[src/include/pan_pkg.sv]
// Package with register map, field layout and reset values of the advert/identifier bank
package pan_pkg;

   // Register indices on the management register port
   localparam logic [4:0] PAN_REG_ID_LOW = 5'h03;
   localparam logic [4:0] PAN_REG_ADVERT = 5'h04;

   // Identifier word field positions
   localparam int PAN_ID_OUI_LSB = 10;
   localparam int PAN_ID_MODEL_LSB = 4;
   localparam int PAN_ID_REV_LSB = 0;

   // Advertisement word bit positions
   localparam int PAN_ADV_NEXT_PAGE = 15;
   localparam int PAN_ADV_ACK = 14;
   localparam int PAN_ADV_REMOTE_FAULT = 13;
   localparam int PAN_ADV_RESERVED = 12;
   localparam int PAN_ADV_ASYM_PAUSE = 11;
   localparam int PAN_ADV_PAUSE = 10;
   localparam int PAN_ADV_T4 = 9;
   localparam int PAN_ADV_SPEED_LSB = 5;

   // Writable bits: 13, 12, 11, 10, 8, 7, 6, 5
   localparam logic [15:0] PAN_ADV_RW_MASK = 16'h3de0;
   // Selector field, fixed at IEEE 802.3
   localparam logic [15:0] PAN_ADV_SELECTOR = 16'h0001;
   // Reset value: four speed/duplex bits set, pause bits loaded later from straps
   localparam logic [15:0] PAN_ADV_RESET = 16'h01e1;

   // Cycles after reset release before straps are sampled through the synchroniser
   localparam logic [1:0] PAN_STRAP_LOAD_CYC = 2'h3;

   // One register request from the management frame engine
   typedef struct packed {
      logic req;
      logic wr;
      logic [4:0] addr;
      logic [15:0] wdata;
   } pan_mgmt_req_s;

   // Strap pins as one bundle
   typedef struct packed {
      logic fiber_100m_mode;
      logic fiber_asym_flowctl_strap;
      logic fiber_flowctl_strap;
      logic copper_asym_flowctl_strap;
      logic copper_flowctl_strap;
   } pan_strap_s;

endpackage : pan_pkg

[src/logic/pan_advert_regs.sv]
// Identifier and auto-negotiation advertisement registers of one PHY port
`timescale 1ns/1ps
`default_nettype none

module pan_advert_regs
#(
   parameter logic [5:0] OUI_BITS = 6'h15,  // Arbitrary value
   parameter logic [5:0] MODEL_NUM = 6'h0a, // Arbitrary value
   parameter logic [3:0] REVISION = 4'h3    // Arbitrary value
)
(
   // Clock and reset
   input wire logic sys_clk_in,
   input wire logic rst_in,
   // Register port from the frame engine
   input wire pan_pkg::pan_mgmt_req_s mgmt_in,
   output logic mgmt_ack_out,
   output logic mgmt_hit_out,
   output logic [15:0] mgmt_rdata_out,
   // Strap pins
   input wire pan_pkg::pan_strap_s strap_in,
   // To auto-negotiation transmit logic
   output logic [15:0] advert_word_out
);
   import pan_pkg::*;

   localparam logic [15:0] ID_WORD = {OUI_BITS, MODEL_NUM, REVISION};

   // Elaboration checks: the identifier fills one word, and the reset value
   // agrees with the read-only bits, and a retuned mask cannot leak into the selector field
   if ($bits(OUI_BITS) + $bits(MODEL_NUM) + $bits(REVISION) != 16)
   begin : g_bad_id
      $error("Identifier fields must total 16 bits");
   end
   if ((PAN_ADV_RESET & ~PAN_ADV_RW_MASK) != PAN_ADV_SELECTOR)
   begin : g_bad_reset
      $error("Advert reset value disagrees with the read-only bits");
   end
   if ((PAN_ADV_RW_MASK & 16'h001f) != 16'h0000)
   begin : g_bad_mask
      $error("Selector field must not be writable");
   end

   // Synchroniser flops for the strap pins
   logic [4:0] strap_m_q;
   logic [4:0] strap_s_q;
   pan_strap_s strap_sync;
   // Countdown that picks the one cycle in which the straps are loaded
   logic [1:0] strap_cnt_q;
   logic [1:0] strap_cnt_d;
   // Stored advertisement word and the response flops
   logic [15:0] adv_q;
   logic [15:0] adv_d;
   logic ack_q;
   logic hit_q;
   logic [15:0] rdata_q;
   logic [15:0] rdata_d;

   // One strap of a pair, chosen by the port mode; used for both pause bits
   function automatic logic pick_strap(input logic fiber_mode, input logic fiber_val,
                                       input logic copper_val);
      return fiber_mode ? fiber_val : copper_val;
   endfunction : pick_strap

   // Request decode
   wire req_id = mgmt_in.req && (mgmt_in.addr == PAN_REG_ID_LOW);
   wire req_adv = mgmt_in.req && (mgmt_in.addr == PAN_REG_ADVERT);
   wire wr_adv = req_adv && mgmt_in.wr;
   // Write value: read-only bits are forced, so a write can never disturb them
   wire [15:0] adv_wr_val = (mgmt_in.wdata & PAN_ADV_RW_MASK)
                            | PAN_ADV_SELECTOR;

   // Straps are pins: two flops before anything looks at them
   assign strap_sync = pan_strap_s'(strap_s_q);
   wire strap_load = (strap_cnt_q == 2'h1);
   wire pause_sel = pick_strap(strap_sync.fiber_100m_mode, strap_sync.fiber_flowctl_strap,
                               strap_sync.copper_flowctl_strap);
   wire asym_sel = pick_strap(strap_sync.fiber_100m_mode, strap_sync.fiber_asym_flowctl_strap,
                              strap_sync.copper_asym_flowctl_strap);

   // Next advert value; a write in the load cycle wins over the straps
   always_comb
   begin
      adv_d = adv_q;
      strap_cnt_d = (strap_cnt_q != 2'h0) ? strap_cnt_q - 2'h1 : 2'h0;
      if (wr_adv)
      begin
         adv_d = adv_wr_val;
      end
      else if (strap_load)
      begin
         adv_d[PAN_ADV_PAUSE] = pause_sel;
         adv_d[PAN_ADV_ASYM_PAUSE] = asym_sel;
      end
   end

   // Read mux; other addresses answer zero and do not claim the access
   assign rdata_d = req_id ? ID_WORD :
                    req_adv ? adv_q : 16'h0000;

   // Synchroniser stages
   always_ff @(posedge sys_clk_in)
   begin
      strap_m_q <= strap_in;
      strap_s_q <= strap_m_q;
   end

   // Advert word and strap countdown; reset restores defaults and rearms the load
   always_ff @(posedge sys_clk_in)
   begin
      if (rst_in)
      begin
         adv_q <= PAN_ADV_RESET;
         strap_cnt_q <= PAN_STRAP_LOAD_CYC;
      end
      else
      begin
         adv_q <= adv_d;
         strap_cnt_q <= strap_cnt_d;
      end
   end

   // Response flops; read data drops to zero between answers, so a stale word
   // can never be mistaken for a fresh one
   always_ff @(posedge sys_clk_in)
   begin
      if (rst_in)
      begin
         ack_q <= 1'b0;
         hit_q <= 1'b0;
         rdata_q <= 16'h0000;
      end
      else
      begin
         ack_q <= mgmt_in.req;
         hit_q <= req_id || req_adv;
         rdata_q <= mgmt_in.wr ? 16'h0000 : rdata_d;
      end
   end

   // Pause bits leave in the advert word and in read data of the advert register
   assign advert_word_out = adv_q;
   assign mgmt_ack_out = ack_q;
   assign mgmt_hit_out = hit_q;
   assign mgmt_rdata_out = rdata_q;
endmodule : pan_advert_regs

`default_nettype wire

[config.mk]
export PLATFORM = sky130hd
export DESIGN_NAME = pan_advert_regs
export DESIGN_NICKNAME = d
export VERILOG_FILES = /design/src/include/pan_pkg.sv /design/src/logic/pan_advert_regs.sv
export SDC_FILE = /design/constraint.sdc
export NUM_CORES = 1
export LEC_CHECK = 0
export BUFFER_PORTS_ARGS = -buffer_cell sky130_fd_sc_hd__buf_4
export CORE_MARGIN = 4
export CORE_UTILIZATION = 42
export DETAILED_ROUTE_END_ITERATION = 12
export PLACE_DENSITY = 0.88
export SLEW_MARGIN = 20
export SYNTH_ARGS = -nofsm -noshare
export SYNTH_HDL_FRONTEND = slang
export SYNTH_SLANG_ARGS = --single-unit
[constraint.sdc]
create_clock -name sys_clk_in -period 1.3 [get_ports sys_clk_in]
set_input_delay 0.195 -clock sys_clk_in [delete_from_list [all_inputs] [get_ports sys_clk_in]]
set_output_delay 0.195 -clock sys_clk_in [all_outputs]
set_load 0.02 [all_outputs]
==> results.yml <==
sta:
  finalClockSkew_ns: 0.00872
  maxClockFrequency_ghz: 0.939
  postLayoutSetupSlackWorst_ns: 0.235
  hold_violations: 0
  portion_of_the_clock_cycle_consumed_by_the_worst_path_in_the_final_layout: 0.819
  report.final.setup_viol: 0
  maxSlewViolCount: 0
  fin_crit_ns: 1.07
  rsz_0062_raised_after_global_routing: "no"
  fin_tns_setup_ns: 0
placed_design:
  numPlacedInstances: 183
  gp_congestion: 0.832
  portBuffers: 42
  placed_cell_area_um2: 1440
  pre_cts_slack_ns: -0.0640
  half_perimeter_wire_length_after_detailed_placement_um: 1870
min_path:
  min_path_type: "in -> reg"
cells_and_area:
  fin_nets: 195
  antenna_cells: 0
  layout-drive-gt1-share: 0.352
  area_delta_synth_final_pct: 38.7
  design_area_um2: 1530
  instances_no_fill: 195
routing:
  drt-initial-drc-count: 12
  postRouteAntennaNets: 0
  dr.pass1.iters: 4
  routed_via_density: 4.77
  routedWlPerCell_um: 12.3
  wl_um: 2410
  drt_drc_violations_left: 0
  total_number_of_vias: 930
setup_path:
  timing.critical_path.buf_inv: 1
  timing.critical_path.to_type: "output pin"
  crit_required_ns: 1.11
  setup.worst_path.class: "reg -> out"
  worstSetupStartpointType: "flop"
  cell_by_cell_listing_of_the_critical_path: "buf_4"
  cp_slowest_stage_delay_ns: 0.38
  rrSetupSlack_ns: 0.26
  cp.arrival_ns: 0.87
  worst_path_dominant_cell_family: "flip-flops"
  critical_path_peak_fanout: 3
  library_cell_contributing_the_largest_single_delay_on_the_critical_path: "dfxtp_1"
floorplanning:
  rows: 18
  start_util: 0.442
  design.die.area_um2: 3520
  die-width_um: 59.3
  top_level_ports: 64
  die_h_um: 59.3
  core_footprint_um2: 2500
clock_tree:
  cts_made_buffers: 5
  clockBufferDepth: 2
  ctsHtreeMaxLevel: 2
  path_clk_slew_ns: 0.09
  clk_latency_ns: 0.33
  cts_num_sinks: 32
  tritoncts: "yes"
  cts_resized: 0
  cts_post_setup_buffers_inserted: 0
  clk_root_buffer_cell: "clkbuf_4"
  cts-hold-fix-buffers: 5
pwr:
  leakage_nw: 0.709
  power_density_over_the_cells_nw_per_um2: 1120
  ir_drop_uv: 1030
synthesis:
  netlist_top_cells_area: "dfxtp_1 (58%), buf_4 (9.5%), a21oi_1 (4.1%)"
  synth-seq-area-share: 0.579
  synth.yosys.warnings: 0
  synth.avg_cell_area_um2: 10.1
  syn_area_um2: 1110
  synth_seq_cells: 32
  yosysUniqueCellTypes: 24
  synth.largest_area_cell: "dfxtp_1"
  netlist.area_leader.share: 0.579
  syn-instance-count: 110
global_route:
  vias_in_the_first_global_route: 922
  grt_antenna_before_repair: 0
  grt_total_usage: 0.153
  grt_remaining_overflow: 0
  grt_max_degree: 10
  grt_pass1_wl_um: 3820
job:
  maxCapViolCount: 0
outcome:
  result_of_the_run: "complete, no violations"
## flip-flops by register name (all words and copies together) (netlist names)
| signal | cells |
|---|---|
| advert_word_out | 8 |
| mgmt_hit_out | 1 |
| mgmt_ack_out | 1 |
| strap_s_q | 5 |
| strap_cnt_q | 2 |
| mgmt_rdata_out | 10 |
| strap_m_q | 5 |
## layout make-up
class                   instances  area (um^2)
clock buffers                   6         41.3
clock inverters                 1         5.00
fillers                       210          966
inverters                       2         7.51
multi-input cells              69          377
flip-flops and latches         32          641
well taps                      30         37.5
repair buffers                 55          425
## through the flow
stage | utilization | power (mW) | hold WS (ns)
5_1_grt | 0.614 | 1.82 | 0.0462
4_1_cts | 0.614 | 1.75 | 0.0522
2_1_floorplan | - | 1.16 | 0.223
6_report | 0.614 | 1.72 | 0.0757
3_5_place_dp | 0.575 | 1.22 | 0.301
3_3_place_gp | 0.575 | 1.22 | 0.299
## path summary, 6_finish.rpt
path	end	depth (start not counted)	start
setup / recovery	advert_word_out[7]	1	advert_word_out[7]$_SDFFE_PP1P_
hold reg to reg	strap_s_q[2]$_DFF_P_	0	strap_m_q[2]$_DFF_P_
hold / removal	advert_word_out[13]$_SDFFE_PP0P_	2	rst_in
setup reg to reg	advert_word_out[10]$_SDFFE_PP0P_	3	strap_s_q[4]$_DFF_P_
## layout by cell type, fill, tap and decap left out, drive strengths merged
| cell type | netlist | routed |
|---|---|---|
| mux2 | 2 | 2 |
| conb | 2 | 13 |
| nor3 | 3 | 3 |
| mux2i | 2 | 2 |
| dlygate4sd3 | 0 | 5 |
| and3 | 4 | 4 |
| nor2 | 1 | 1 |
| or3 | 1 | 1 |
| nand3b | 1 | 1 |
| inv | 2 | 2 |
| nor3b | 1 | 1 |
| buf | 16 | 50 |
| nand4bb | 1 | 1 |
| nand3 | 6 | 6 |
| o22ai | 2 | 2 |
| nand2 | 9 | 9 |
| dfxtp | 32 | 32 |
| o21ai | 8 | 8 |
| a21oi | 9 | 9 |
| a211oi | 1 | 1 |
| clkbuf | 2 | 6 |
| or3b | 2 | 2 |
| nor4bb | 1 | 1 |
| clkinv | 0 | 1 |
| nor2b | 2 | 2 |
## routing by layer
layer  up-vias  track usage  routed length [um]  part of all wire
li1        457            -                   -                 -
met3         8        0.100                 371              0.15
met2        56        0.245                1100              0.46
met5         -            0                   0                 0
met1       409        0.146                 862              0.36
met4         0       0.0874                  70             0.029
## synth_stat cells, drive strengths merged
master and number:
o22ai 2, nand3 6, and3 4, nand4bb 1, a21oi 9, nor4bb 1
buf 16, conb 2, mux2 2, inv 2, or3 1, a211oi 1
nor3 3, o21ai 8, or3b 2, nor2b 2, nand2 9, mux2i 2
dfxtp 32, nand3b 1, clkbuf 2, nor2 1, nor3b 1
## cells by family (layout without fill, tap and decap cells)
logic type | count (synthesis) | in the layout | share of synthesized area
flops | 32 | 32 | 0.579
simple gates | 32 | 32 | 0.163
compound gates | 20 | 20 | 0.0950
buf+inv | 20 | 64 | 0.118
mux | 4 | 4 | 0.0385
other cells | 2 | 13 | 0.00679
## report_power, final
group	internal (mW)	switching, mW	leakage [nW]
Combinational	0.0929	0.0989	0.418
Sequential	1.01	0.0123	0.263
Clock	0.199	0.308	0.0281
Power figures use the tool's default switching activity.
